`src/logic/board_irq_pkg.sv`:
```
package board_irq_pkg;
  // board generations
  localparam int VARIANT_FIRST = 0;
  localparam int VARIANT_LATER = 1;
  localparam int VARIANT_NEWEST = 2;

  // link register indices
  localparam logic [2:0] IDX_SITE_RESET = 3'h0;
  localparam logic [2:0] IDX_SEL_BASE = 3'h1;
  localparam int NUM_CH = 5;
  localparam logic [2:0] IDX_SEL_LAST = 3'h5;

  // channel order: nmi, ext four .. ext seven
  localparam int CH_NMI = 0;
  localparam int CH_FOUR = 1;
  localparam int CH_FIVE = 2;
  localparam int CH_SIX = 3;

  // site reset control fields
  localparam int BIT_PARALLEL_RESET = 0;
  localparam int BIT_SERIAL_RESET = 1;
  localparam int BIT_EXTENDER_RESET = 2;
  localparam logic [3:0] SITE_RESET_INIT = 4'h0;
  localparam logic [3:0] SITE_MASK_FIRST = 4'h3;
  localparam logic [3:0] SITE_MASK_LATER = 4'h7;

  // selector layout and reset values
  localparam logic [3:0] SEL_MASK_FIRST = 4'h3;
  localparam logic [3:0] SEL_MASK_LATER = 4'hF;
  localparam logic [3:0] SEL_INIT [NUM_CH] = '{4'hF, 4'h4, 4'h5, 4'h0, 4'h2};

  // selector codes
  localparam logic [3:0] CODE_SHARED2 = 4'h0;
  localparam logic [3:0] CODE_SERIAL_CTRL = 4'h2;
  localparam logic [3:0] CODE_USB = 4'h3;
  localparam logic [3:0] CODE_SERIAL_SITE0 = 4'h4;
  localparam logic [3:0] CODE_SERIAL_SITE1 = 4'h5;
  localparam logic [3:0] CODE_PARALLEL0 = 4'h8;
  localparam logic [3:0] CODE_PARALLEL1 = 4'h9;
  localparam logic [3:0] CODE_PARALLEL2 = 4'hA;
  localparam logic [3:0] CODE_PARALLEL3 = 4'hB;
  localparam logic [3:0] CODE_WATCHDOG = 4'hC;
  localparam logic [3:0] CODE_CLOCK_WDT = 4'hD;
  localparam logic [3:0] CODE_CLOCK_ALARM = 4'hE;

  // a request must stay active longer than two dsp clock periods
  localparam int MIN_HOLD_CYCLES = 3;
  localparam logic [1:0] HOLD_EXTRA = 2'(MIN_HOLD_CYCLES - 1);

  // host register byte offsets and fields
  localparam logic [7:0] ADDR_LINK_CMD = 8'h00;
  localparam logic [7:0] ADDR_LINK_STATUS = 8'h04;
  localparam logic [7:0] ADDR_IRQ_STATUS = 8'h08;
  localparam logic [7:0] ADDR_IRQ_MASK = 8'h0C;
  localparam logic [7:0] ADDR_POLARITY = 8'h10;
  localparam logic [7:0] ADDR_LEVEL = 8'h14;
  localparam int CMD_ADDR_LSB = 0;
  localparam int CMD_DATA_LSB = 4;
  localparam int CMD_WRITE_BIT = 8;
  localparam int STATUS_BUSY_BIT = 8;
  localparam logic [3:0] POLARITY_INIT = 4'h0;
  localparam logic [4:0] IRQ_INIT = 5'h00;
  localparam logic [1:0] HTRANS_NONSEQ = 2'h2;
  localparam logic HRESP_OKAY = 1'b0;

  typedef enum logic [2:0] {
    LINK_IDLE = 3'b001,
    LINK_ISSUE = 3'b010,
    LINK_WAIT = 3'b100
  } link_state_e;
endpackage

```
`src/logic/board_link_if.sv`:
```
interface board_link_if;
  logic link_req;
  logic link_write;
  logic [2:0] link_addr;
  logic [3:0] link_wdata;
  logic link_ack;
  logic [3:0] link_rdata;
  logic dsp_nmi;
  logic dsp_ext_irq_four;
  logic dsp_ext_irq_five;
  logic dsp_ext_irq_six;
  logic dsp_ext_irq_seven;

  modport board (
    input link_req,
    input link_write,
    input link_addr,
    input link_wdata,
    output link_ack,
    output link_rdata,
    output dsp_nmi,
    output dsp_ext_irq_four,
    output dsp_ext_irq_five,
    output dsp_ext_irq_six,
    output dsp_ext_irq_seven
  );

  modport dsp (
    output link_req,
    output link_write,
    output link_addr,
    output link_wdata,
    input link_ack,
    input link_rdata,
    input dsp_nmi,
    input dsp_ext_irq_four,
    input dsp_ext_irq_five,
    input dsp_ext_irq_six,
    input dsp_ext_irq_seven
  );
endinterface

```
`src/logic/irq_hold.sv`:
```
module irq_hold #(
  parameter logic IDLE_LEVEL = 1'b0
) (
  input wire logic hclk,
  input wire logic hresetn,
  input wire logic request,
  output logic pin
);
  logic [1:0] hold;
  logic active;

  assign active = request | (hold != 2'h0);

  // short source pulses are stretched so the dsp cannot miss them
  always_ff @(posedge hclk or negedge hresetn) begin
    if (!hresetn) begin
      hold <= 2'h0;
    end else if (request) begin
      hold <= board_irq_pkg::HOLD_EXTRA;
    end else if (hold != 2'h0) begin
      hold <= hold - 2'h1;
    end
  end

  always_ff @(posedge hclk or negedge hresetn) begin
    if (!hresetn) begin
      pin <= IDLE_LEVEL;
    end else begin
      pin <= active ? ~IDLE_LEVEL : IDLE_LEVEL;
    end
  end
endmodule

```
`src/logic/board_irq_router_site_reset.sv`:
```
// What this block does
// - parallel site reset bit: 0 resets
// - one bit resets both serial sites
// - extender reset bit on later boards only
// - first gen: four wired to request 0
// - first gen: five wired to request 1
// - first gen: six, seven use 2-bit selectors
// - later: five 4-bit source selectors
// - later source set; newest adds clock chip
// - first gen ext requests are active low
// - first gen software sets polarity 0xF
// - later requests active high, polarity zero
// - requests stay active over two clocks
// - serial and usb interrupts active low
// - clock chip outputs active low, continuous
// - fixed 4-bit selector code map
// - selector reset values per channel
// - reserved codes connect no source
module board_irq_router_site_reset #(
  parameter int BOARD_VARIANT = board_irq_pkg::VARIANT_NEWEST
) (
  input wire logic hclk,
  input wire logic hresetn,
  board_link_if.board link,
  input wire logic [2:0] shared_request,
  input wire logic [2:0] serial_site_request,
  input wire logic [3:0] parallel_site_request,
  input wire logic serial_ctrl_irq_n,
  input wire logic usb_ctrl_irq_n,
  input wire logic watchdog_expiry_request,
  input wire logic clock_chip_out_first_n,
  input wire logic clock_chip_out_second_n,
  output logic parallel_site_reset_n,
  output logic serial_sites_reset_n,
  output logic extender_reset_n
);
  localparam bit FIRST = (BOARD_VARIANT == board_irq_pkg::VARIANT_FIRST);
  localparam bit NEWEST = (BOARD_VARIANT == board_irq_pkg::VARIANT_NEWEST);
  localparam logic [3:0] SITE_MASK =
    FIRST ? board_irq_pkg::SITE_MASK_FIRST : board_irq_pkg::SITE_MASK_LATER;

  logic [3:0] site_reset_control;
  logic [3:0] source_select [board_irq_pkg::NUM_CH];
  logic [15:0] src_later;
  logic [3:0] src_first;
  logic [board_irq_pkg::NUM_CH-1:0] route;
  logic [board_irq_pkg::NUM_CH-1:0] irq_pin;
  logic wr;

  assign wr = link.link_req & link.link_write;

  // absent selectors read zero and ignore writes
  function automatic logic [3:0] sel_mask(input int ch);
    if (!FIRST) begin
      return board_irq_pkg::SEL_MASK_LATER;
    end else if (ch >= board_irq_pkg::CH_SIX) begin
      return board_irq_pkg::SEL_MASK_FIRST;
    end
    return 4'h0;
  endfunction

  // unlisted codes have no source bit set, so they route nothing
  function automatic logic pick(input logic [3:0] code, input logic [15:0] vec);
    return vec[code];
  endfunction

  // selector ch sits at link index base + ch
  function automatic logic sel_hit(input logic [2:0] addr, input int ch);
    return addr == board_irq_pkg::IDX_SEL_BASE + 3'(ch);
  endfunction

  function automatic logic [3:0] read_reg(input logic [2:0] addr);
    logic [3:0] value;
    value = 4'h0;
    if (addr == board_irq_pkg::IDX_SITE_RESET) begin
      value = site_reset_control & SITE_MASK;
    end else if (addr >= board_irq_pkg::IDX_SEL_BASE && addr <= board_irq_pkg::IDX_SEL_LAST) begin
      for (int i = 0; i < board_irq_pkg::NUM_CH; i++) begin
        if (sel_hit(addr, i)) begin
          value = source_select[i] & sel_mask(i);
        end
      end
    end
    return value;
  endfunction

  // site reset register
  always_ff @(posedge hclk or negedge hresetn) begin
    if (!hresetn) begin
      site_reset_control <= board_irq_pkg::SITE_RESET_INIT;
    end else if (wr && link.link_addr == board_irq_pkg::IDX_SITE_RESET) begin
      site_reset_control <= link.link_wdata & SITE_MASK;
    end
  end

  // reset pins copy the bits one cycle later through a flop: 0 holds the site in reset
  always_ff @(posedge hclk or negedge hresetn) begin
    if (!hresetn) begin
      parallel_site_reset_n <= 1'b0;
    end else begin
      parallel_site_reset_n <= site_reset_control[board_irq_pkg::BIT_PARALLEL_RESET];
    end
  end

  always_ff @(posedge hclk or negedge hresetn) begin
    if (!hresetn) begin
      serial_sites_reset_n <= 1'b0;
    end else begin
      serial_sites_reset_n <= site_reset_control[board_irq_pkg::BIT_SERIAL_RESET];
    end
  end

  // bit is masked on first gen, so that pin never leaves reset
  always_ff @(posedge hclk or negedge hresetn) begin
    if (!hresetn) begin
      extender_reset_n <= 1'b0;
    end else begin
      extender_reset_n <= site_reset_control[board_irq_pkg::BIT_EXTENDER_RESET];
    end
  end

  // source selectors
  always_ff @(posedge hclk or negedge hresetn) begin
    if (!hresetn) begin
      for (int i = 0; i < board_irq_pkg::NUM_CH; i++) begin
        source_select[i] <= board_irq_pkg::SEL_INIT[i];
      end
    end else if (wr) begin
      for (int i = 0; i < board_irq_pkg::NUM_CH; i++) begin
        if (sel_hit(link.link_addr, i)) begin
          source_select[i] <= (source_select[i] & ~sel_mask(i)) |
                              (link.link_wdata & sel_mask(i));
        end
      end
    end
  end

  // link answer one cycle after each request
  always_ff @(posedge hclk or negedge hresetn) begin
    if (!hresetn) begin
      link.link_ack <= 1'b0;
    end else begin
      link.link_ack <= link.link_req;
    end
  end

  // read data is the value before the write of the same request
  always_ff @(posedge hclk or negedge hresetn) begin
    if (!hresetn) begin
      link.link_rdata <= 4'h0;
    end else if (link.link_req) begin
      link.link_rdata <= read_reg(link.link_addr);
    end
  end

  // source vectors, all normalised to active high
  always_comb begin
    src_later = 16'h0000;
    src_later[board_irq_pkg::CODE_SHARED2] = serial_site_request[2];
    src_later[board_irq_pkg::CODE_SERIAL_CTRL] = ~serial_ctrl_irq_n;
    src_later[board_irq_pkg::CODE_USB] = ~usb_ctrl_irq_n;
    src_later[board_irq_pkg::CODE_SERIAL_SITE0] = serial_site_request[0];
    src_later[board_irq_pkg::CODE_SERIAL_SITE1] = serial_site_request[1];
    src_later[board_irq_pkg::CODE_PARALLEL0] = parallel_site_request[0];
    src_later[board_irq_pkg::CODE_PARALLEL1] = parallel_site_request[1];
    src_later[board_irq_pkg::CODE_PARALLEL2] = parallel_site_request[2];
    src_later[board_irq_pkg::CODE_PARALLEL3] = parallel_site_request[3];
    src_later[board_irq_pkg::CODE_WATCHDOG] = watchdog_expiry_request;
    // clock chip only fitted on the newest boards
    src_later[board_irq_pkg::CODE_CLOCK_WDT] = NEWEST & ~clock_chip_out_first_n;
    src_later[board_irq_pkg::CODE_CLOCK_ALARM] = NEWEST & ~clock_chip_out_second_n;
    src_first = {~usb_ctrl_irq_n, ~serial_ctrl_irq_n, 1'b0, shared_request[2]};
  end

  generate
    for (genvar ch = 0; ch < board_irq_pkg::NUM_CH; ch++) begin : g_ch
      localparam logic IDLE = FIRST && (ch != board_irq_pkg::CH_NMI);
      if (FIRST && ch == board_irq_pkg::CH_NMI) begin : g_nmi_off
        assign route[ch] = 1'b0;
      end else if (FIRST && ch == board_irq_pkg::CH_FOUR) begin : g_four
        assign route[ch] = shared_request[0];
      end else if (FIRST && ch == board_irq_pkg::CH_FIVE) begin : g_five
        assign route[ch] = shared_request[1];
      end else if (FIRST) begin : g_first_sel
        assign route[ch] = pick({2'h0, source_select[ch][1:0]}, {12'h000, src_first});
      end else begin : g_later_sel
        assign route[ch] = pick(source_select[ch], src_later);
      end
      // first gen ext pins idle high; first gen nmi and all later pins idle low
      irq_hold #(
        .IDLE_LEVEL(IDLE)
      ) u_hold (
        .hclk(hclk),
        .hresetn(hresetn),
        .request(route[ch]),
        .pin(irq_pin[ch])
      );
    end
  endgenerate

  assign link.dsp_nmi = irq_pin[0];
  assign link.dsp_ext_irq_four = irq_pin[1];
  assign link.dsp_ext_irq_five = irq_pin[2];
  assign link.dsp_ext_irq_six = irq_pin[3];
  assign link.dsp_ext_irq_seven = irq_pin[4];
endmodule

```
`src/flat_wrapper.sv`:
```
// flat-port wrapper written by rule: the top's interface ports become plain ports
module board_irq_router_site_reset_flat 
#(
  parameter int BOARD_VARIANT = board_irq_pkg::VARIANT_NEWEST
)
  (hclk, hresetn, shared_request, serial_site_request, parallel_site_request, serial_ctrl_irq_n, usb_ctrl_irq_n, watchdog_expiry_request, clock_chip_out_first_n, clock_chip_out_second_n, parallel_site_reset_n, serial_sites_reset_n, extender_reset_n, link_link_req, link_link_write, link_link_addr, link_link_wdata, link_link_ack, link_link_rdata, link_dsp_nmi, link_dsp_ext_irq_four, link_dsp_ext_irq_five, link_dsp_ext_irq_six, link_dsp_ext_irq_seven);
  board_link_if link_i ();
  input wire logic hclk;
  input wire logic hresetn;
  input wire logic [2:0] shared_request;
  input wire logic [2:0] serial_site_request;
  input wire logic [3:0] parallel_site_request;
  input wire logic serial_ctrl_irq_n;
  input wire logic usb_ctrl_irq_n;
  input wire logic watchdog_expiry_request;
  input wire logic clock_chip_out_first_n;
  input wire logic clock_chip_out_second_n;
  output logic parallel_site_reset_n;
  output logic serial_sites_reset_n;
  output logic extender_reset_n;
  input wire logic [$bits(link_i.link_req)-1:0] link_link_req;
  input wire logic [$bits(link_i.link_write)-1:0] link_link_write;
  input wire logic [$bits(link_i.link_addr)-1:0] link_link_addr;
  input wire logic [$bits(link_i.link_wdata)-1:0] link_link_wdata;
  output wire logic [$bits(link_i.link_ack)-1:0] link_link_ack;
  output wire logic [$bits(link_i.link_rdata)-1:0] link_link_rdata;
  output wire logic [$bits(link_i.dsp_nmi)-1:0] link_dsp_nmi;
  output wire logic [$bits(link_i.dsp_ext_irq_four)-1:0] link_dsp_ext_irq_four;
  output wire logic [$bits(link_i.dsp_ext_irq_five)-1:0] link_dsp_ext_irq_five;
  output wire logic [$bits(link_i.dsp_ext_irq_six)-1:0] link_dsp_ext_irq_six;
  output wire logic [$bits(link_i.dsp_ext_irq_seven)-1:0] link_dsp_ext_irq_seven;
  assign link_i.link_req = link_link_req;
  assign link_i.link_write = link_link_write;
  assign link_i.link_addr = link_link_addr;
  assign link_i.link_wdata = link_link_wdata;
  assign link_link_ack = link_i.link_ack;
  assign link_link_rdata = link_i.link_rdata;
  assign link_dsp_nmi = link_i.dsp_nmi;
  assign link_dsp_ext_irq_four = link_i.dsp_ext_irq_four;
  assign link_dsp_ext_irq_five = link_i.dsp_ext_irq_five;
  assign link_dsp_ext_irq_six = link_i.dsp_ext_irq_six;
  assign link_dsp_ext_irq_seven = link_i.dsp_ext_irq_seven;
  board_irq_router_site_reset #(.BOARD_VARIANT(BOARD_VARIANT)) u_core (.hclk(hclk), .hresetn(hresetn), .link(link_i), .shared_request(shared_request), .serial_site_request(serial_site_request), .parallel_site_request(parallel_site_request), .serial_ctrl_irq_n(serial_ctrl_irq_n), .usb_ctrl_irq_n(usb_ctrl_irq_n), .watchdog_expiry_request(watchdog_expiry_request), .clock_chip_out_first_n(clock_chip_out_first_n), .clock_chip_out_second_n(clock_chip_out_second_n), .parallel_site_reset_n(parallel_site_reset_n), .serial_sites_reset_n(serial_sites_reset_n), .extender_reset_n(extender_reset_n));
endmodule
```
`config.mk`:
```
export PLATFORM = sky130hd
export DESIGN_NAME = board_irq_router_site_reset_flat
export DESIGN_NICKNAME = d
export VERILOG_FILES = /design/src/logic/board_irq_pkg.sv /design/src/logic/board_link_if.sv /design/src/logic/irq_hold.sv /design/src/logic/board_irq_router_site_reset.sv /design/src/flat_wrapper.sv
export SDC_FILE = /design/constraint.sdc
export NUM_CORES = 1
export LEC_CHECK = 0
export ABC_AREA = 1
export BUFFER_PORTS_ARGS = -buffer_cell sky130_fd_sc_hd__buf_2
export CAP_MARGIN = 20
export CORE_AREA = 2 2 87 64
export CTS_CLUSTER_SIZE = 40
export DETAILED_ROUTE_END_ITERATION = 12
export DIE_AREA = 0 0 89 66
export GPL_TIMING_DRIVEN = 0
export PLACE_DENSITY = 0.83
export SLEW_MARGIN = 10
export SYNTH_ARGS = -nofsm -noshare
export SYNTH_HDL_FRONTEND = slang
export SYNTH_SLANG_ARGS = --single-unit
```
`constraint.sdc`:
```
create_clock -name hclk -period 2.4 [get_ports hclk]
set_clock_uncertainty 0.1 [all_clocks]
set_input_delay 0.12 -clock hclk [delete_from_list [all_inputs] [get_ports hclk]]
set_output_delay 0.12 -clock hclk [all_outputs]
set_load 0.05 [all_outputs]
```
; Yosys cells after proc, flatten, opt, wreduce, memory -nomap -nowiden
; Index checks and enable logic that the tools add are counted.
[totals]
register_bits = 46
inputBits = 26
output_inout_bits = 13
word_cells = 188
[classes]
n_addsub = 5
magnitude_cmp = 7
n_eq_ne = 5
mux = 97
bitwise = 35
reduce_logical = 18
[ops]
columns = operator, count
row1 = 4-bit 2-to-1 mux, 47
row2 = 4-bit AND, 15
row3 = 1-bit 2-to-1 mux, 35
row4 = "4-bit by 5-bit less-than comparator with 1-bit output, second input constant", 5
row5 = 1-bit binary-select mux with 4-bit select, 5
row6 = 2-bit 2-to-1 mux, 10
row7 = 4-bit inverter, 5
row8 = 4-bit OR, 5
row9 = 2-bit nonzero test, 10
row10 = 2-bit AND reduction, 5
row11 = "2-bit by 1-bit subtractor with 2-bit output, second input constant", 5
row12 = "3-bit by 2-bit == test with 1-bit output, second input constant", 2
row13 = "3-bit == test, second input constant", 2
row14 = 1-bit OR, 5
row15 = 1-bit inverter, 4
row16 = "3-bit by 1-bit == test with 1-bit output, second input constant", 1
row17 = "3-bit by 1-bit greater-or-equal comparator with 1-bit output, second input constant", 1
row18 = "3-bit less-or-equal comparator, second input constant", 1
row19 = 3-bit zero test, 1
row20 = 1-bit logical AND, 2
row21 = 1-bit AND, 1

; Logic depth before layout (Yosys ltp)
[logic_depth]
ltp_word = 18
ltp_mapped = 11
depth_no_buf = 10

; Modules after synthesis
; A second synthesis with hierarchy kept.
[unflattened]
hier_cells = 362
area_unflattened_um2 = 2641.3
[by_module_without_submodules]
columns = module, instances, cells_per_inst, area_per_inst_um2, seq_area_each_um2
row1 = board_irq_router_site_reset, 1, 282, 1959.4, 785.8
row2 = irq_hold, 5, 16, 136.4, 75.1

; Worst setup path before layout
; No wires, ideal clock.
[synth_timing]
path_kind = register to register
start = register u_core.source_select[8] (netlist bit)
end = register u_core.g_ch[2].u_hold.pin
setup_time_ns = 0.120
t_arrival_ns = 1.108
required_time_ns = 2.180
setup_slack_ns = 1.072
stages_incl_launch_ff = 11
path_buffers = 1
synth_period_minus_slack_ns = 1.328
cell_sequence = dfstp_2 buf_2 inv_2 nand3_1 nand2_1 nand2_1 nand2_1 nand2_1 nand2_1 inv_1 nand2_1
[synth_between]
elab_chain_len = 4
[synth_lines]
columns = item, line_no
row1 = "start, declared", board_irq_router_site_reset.sv:43  ; logic [3:0] source_select [board_irq_pkg::NUM_CH];
row2 = "start signal, assigned by index", board_irq_router_site_reset.sv:126  ; source_select[i] <= board_irq_pkg::SEL_INIT[i];
row3 = "start signal, assigned by index", board_irq_router_site_reset.sv:131  ; source_select[i] <= (source_select[i] & ~sel_mask(i)) |
row4 = 1-bit binary-select mux with 4-bit select, board_irq_router_site_reset.sv:64  ; return vec[code];
row5 = 1-bit 2-to-1 mux (implied by the code), board_irq_router_site_reset.sv:64
row6 = 1-bit OR, irq_hold.sv:12  ; assign active = request | (hold != 2'h0);
row7 = named net u_core.g_ch[2].u_hold.active, irq_hold.sv:10  ; logic active;
row8 = 1-bit 2-to-1 mux, irq_hold.sv:29  ; pin <= active ? ~IDLE_LEVEL : IDLE_LEVEL;
row9 = "end signal, assigned", irq_hold.sv:29
row10 = "end, declared", irq_hold.sv:7  ; output logic pin
; The timed path passes the listed nets, and every way through them passes these cells. The select of a mux whose other input is x is not followed.
; A chain may end at the register's enable or synchronous reset.

; Worst setup path in the final report
[layout_timing]
start = input link_link_req
end = register u_core.source_select[0] (netlist bit)
[layout_between]
elab_chain_len = 2
[layout_lines]
columns = item, line_no
row1 = "start, declared", flat_wrapper.sv:21  ; input wire logic [$bits(link_i.link_req)-1:0] link_link_req;
row2 = 1-bit AND, board_irq_router_site_reset.sv:50  ; assign wr = link.link_req & link.link_write;
row3 = 2-bit AND reduction (no line), --
; Every way passes these cells.

==> results by group <==
Setup path
  • Crit path DAT: 1.65 ns
  • Critical path fanouts, max: 9
  • Buf/Inv on CP: 3
  • R2R setup slack: 0.91 ns
  • CP Capture Type: register
  • CP max stage delay: 0.52 ns
  • Critical path cell sequence: dlygate4sd3_1 > buf_2 > buf_2 > nand2_1 > nor4_4 > nand2_1 > o21ai_1
  • Crit. Startpoint: link_link_req
  • Reg2Reg Launch Point: u_core.source_select[8]
  • Crit path launch type: input port
  • Worst path slowest cell: dlygate4sd3_1
  • Critical Path RT: around 2.5 ns
  • Critical path type: in -> reg
  • R2R cell count: 10
  • R2r endpoint: u_core.g_ch[2].u_hold.pin
  • Critical path's top delay family: buffers and inverters
  • Critical path depth in cells: 7
  • Capture point of the critical path: u_core.source_select[0]

STA
  • Min Clock Period, post-route: 1.51 ns
  • Final setup viols: 0
  • Max Slew Vio Count: 0
  • Tightest Pin Transition: about 0.5 ns
  • Fmax achieved: 661 MHz
  • Setup WS post-layout: between 0.8 and 0.9 ns
  • Relative slew slack: between 60% and 70%
  • Final hold vios: 0
  • Final Cycle Share: roughly 63%
  • RSZ-0062 raised after global routing: no
  • TNS Setup: 0 ns
  • Hold_ws: between 0.08 and 0.09 ns

GRT
  • First-pass GRT wire length: between 10 and 15 mm
  • Initial antenna violation count: 0
  • Largest net degree at the start of global routing: between 40 and 50
  • GRT Total Usage: between 20% and 30%
  • Grt total ovfl: 0
  • Vias in the first global route: around 2.4k

Drt
  • Antenna-violating nets left: 0
  • Wire length per cell: ~14 µm
  • DRC Markers: 0
  • Vias/cell: between 5 and 6
  • Total Routed Length: between 6 and 7 mm
  • Initial drt markers: 212
  • Via count: around 2.6k
  • First-pass DRT Iterations: 5

Cells and area
  • Layout cells sized above 1: between 20% and 30%
  • Multi-input combinational cell area: between 1000 and 1500 µm²
  • Final-layout fill cell count: 470
  • NumNets Final: 451
  • Layout area overhead: 15.6%
  • Number of diodes: 0
  • Register area: 1160 µm²

Min path
  • Hold Path Depth: 3
  • Worst hold-check path type: in -> reg

Floorplan
  • Die Span Y: about 66 µm
  • CORE AREA: roughly 5100 µm²
  • Die area: 5870 µm²
  • Starting density of the core: between 50% and 60%
  • IO Pins: 39
  • Row count: 22
  • Die Wd: approximately 89 µm

Job
  • Max Cap Viol: 0

Yosys
  • #FFs+latches synth: between 40 and 50
  • Synthesized area: between 2000 and 3000 µm²
  • Post-Synthesis Cells: approximately 370
  • Seq/Total Area, Yosys: between 40% and 50%
  • Mean Syn Cell Area: ~7.3 µm²
  • Ys Warns: 0
  • Synth unique cells: 25
  • Post-Syn Nets: 403

Clock network
  • Clock sink total: 46
  • Root buf cell: clkbuf_8
  • CTS tree: yes
  • Postcts setup bufs: 0
  • Inserted Clock Buffers: 5
  • H-tree Lvls: 2
  • Worst-Skew Late Latency: between 0.3 and 0.4 ns
  • CTS Buffer Depth: 2
  • Clock-pin slew on the worst setup and hold paths: 0.08 ns

Power and ir drop
  • Max VDD drop: 416 µV
  • PD cells: between 800 and 900 nW/µm²
  • Leak pwr: around 0.0016 µW
  • Tot Pwr: roughly 2800 µW

Place
  • Post-DP HPWL: around 4.9 mm
  • Port Buffers: 34
  • Pre-CTS WS: about 0.94 ns
  • Routability cong.: around 0.89

Run status
  • Status: completed
final cells by class:
class	count	area share, %
plain buffers	7	1.20
flip-flops and latches	46	37.1
repair buffers	41	7.99
well taps	72	2.88
multi-input cells	264	41.7
clock buffers	6	2.32
clock inverters	2	0.319
inverters	55	6.59
state kept, by name, indices dropped and copies added, names as in the netlist:
name	flops
u_core.source_select	20
u_core.g_ch.u_hold.hold	10
u_core.g_ch.u_hold.pin	5
u_core.link.link_rdata	4
u_core.site_reset_control	3
u_core.extender_reset_n	1
u_core.link.link_ack	1
u_core.parallel_site_reset_n	1
u_core.serial_sites_reset_n	1
kinds of logic after synthesis:
| family | synth area share, % |
|---|---|
| simple gates | 35.2 |
| buf+inv | 9.00 |
| fa+ha+maj | 2.31 |
| xor+xnor | 1.62 |
| flops | 42.8 |
| mux | 2.08 |
| compound gates | 6.93 |
Yosys cell counts:
cell type	instances	area share, %
o21ai_0	10	1.8
o21ai_1	21	3.9
or2_2	1	0.23
nor3_4	1	0.60
nor3_2	1	0.37
dfstp_2	8	7.8
nor2_2	1	0.23
nor4_4	1	0.78
nand4_1	1	0.23
a21oi_1	3	0.55
inv_2	8	1.1
inv_1	47	6.5
nand3_1	62	11
xor2_1	5	1.6
nor2_4	2	0.83
nand2_1	129	18
dfrtp_1	38	35
buf_4	1	0.28
ha_1	5	2.3
nand2_2	5	1.2
mux2_2	5	2.1
nand3_2	1	0.37
nor2_1	8	1.1
buf_2	6	1.1
a21oi_2	2	0.65
through the flow:
step                      cells  instance area (µm²)  utilization, %
final                       493                 3130            61.9
after global routing        493                 3130            61.9
after CTS                   492                 3110            61.5
after detailed placement    478                 2970            58.6
after global placement      478                 2970            58.6
after floorplan             372                 2710               -
how the worst min path moves through the flow:
stage	slack, ns	startpoint	end
final	0.09	link_link_addr[0]	u_core.source_select[18]
after detailed placement	0.14	link_link_req	u_core.link.link_ack
after CTS	0.08	link_link_addr[0]	u_core.source_select[18]
after global routing	0.09	link_link_addr[0]	u_core.source_select[18]
after global placement	0.14	link_link_req	u_core.link.link_ack
after floorplan	-0.28	hresetn	u_core.extender_reset_n
tightest hold or removal path: stages:
cell     delay, ns
buf_4         0.15
nand3_2       0.15
o21ai_1       0.07
report_power, final:
| part | switching [µW] | internal [µW] | total (µW) | leakage (µW) |
|---|---|---|---|---|
| registers | 137 | 1010 | 1140 | 0.000532 |
| clock network | 262 | 202 | 464 | 0.0000450 |
| logic | 766 | 430 | 1200 | 0.00105 |
| total | 1170 | 1640 | 2800 | 0.00163 |
routing by layer:
layer / vias up / part of all wire (%) / global-route usage (%)
li1: 1275 / - / -
met2: 108 / 42 / 37.7
met5: - / 0 / 0
met1: 1185 / 46 / 35.8
met4: 0 / 2.0 / 7.65
met3: 18 / 10 / 6.87
what timing repair did:
item / in CTS / in global routing
hold endpoints to repair: 43 / 0
endpoints found under the setup margin: 0 / 0
hold buffers: 6 / 0
gates resized for setup: 0 / 0
layout by cell type, fill, tap and decap left out:
cell           count
nand2_2            5
xor2_1             5
nand4_1            1
nand3_1           62
buf_12             1
nand2_1          129
clkbuf_1           1
a21oi_2            2
dlygate4sd3_1      6
dfrtp_1           38
nor2_2             1
dfstp_2            8
inv_2              8
clkinv_2           2
o21ai_1           21
nor2_4             2
inv_1             47
nor2_1             8
or2_2              1
nor3_2             1
nand3_2            1
a21oi_1            3
buf_2             40
clkbuf_8           5
ha_1               5
nor3_4             1
mux2_2             5
buf_4              1
o21ai_0           10
nor4_4             1
Note: power is estimated with default switching activity, not from simulation.
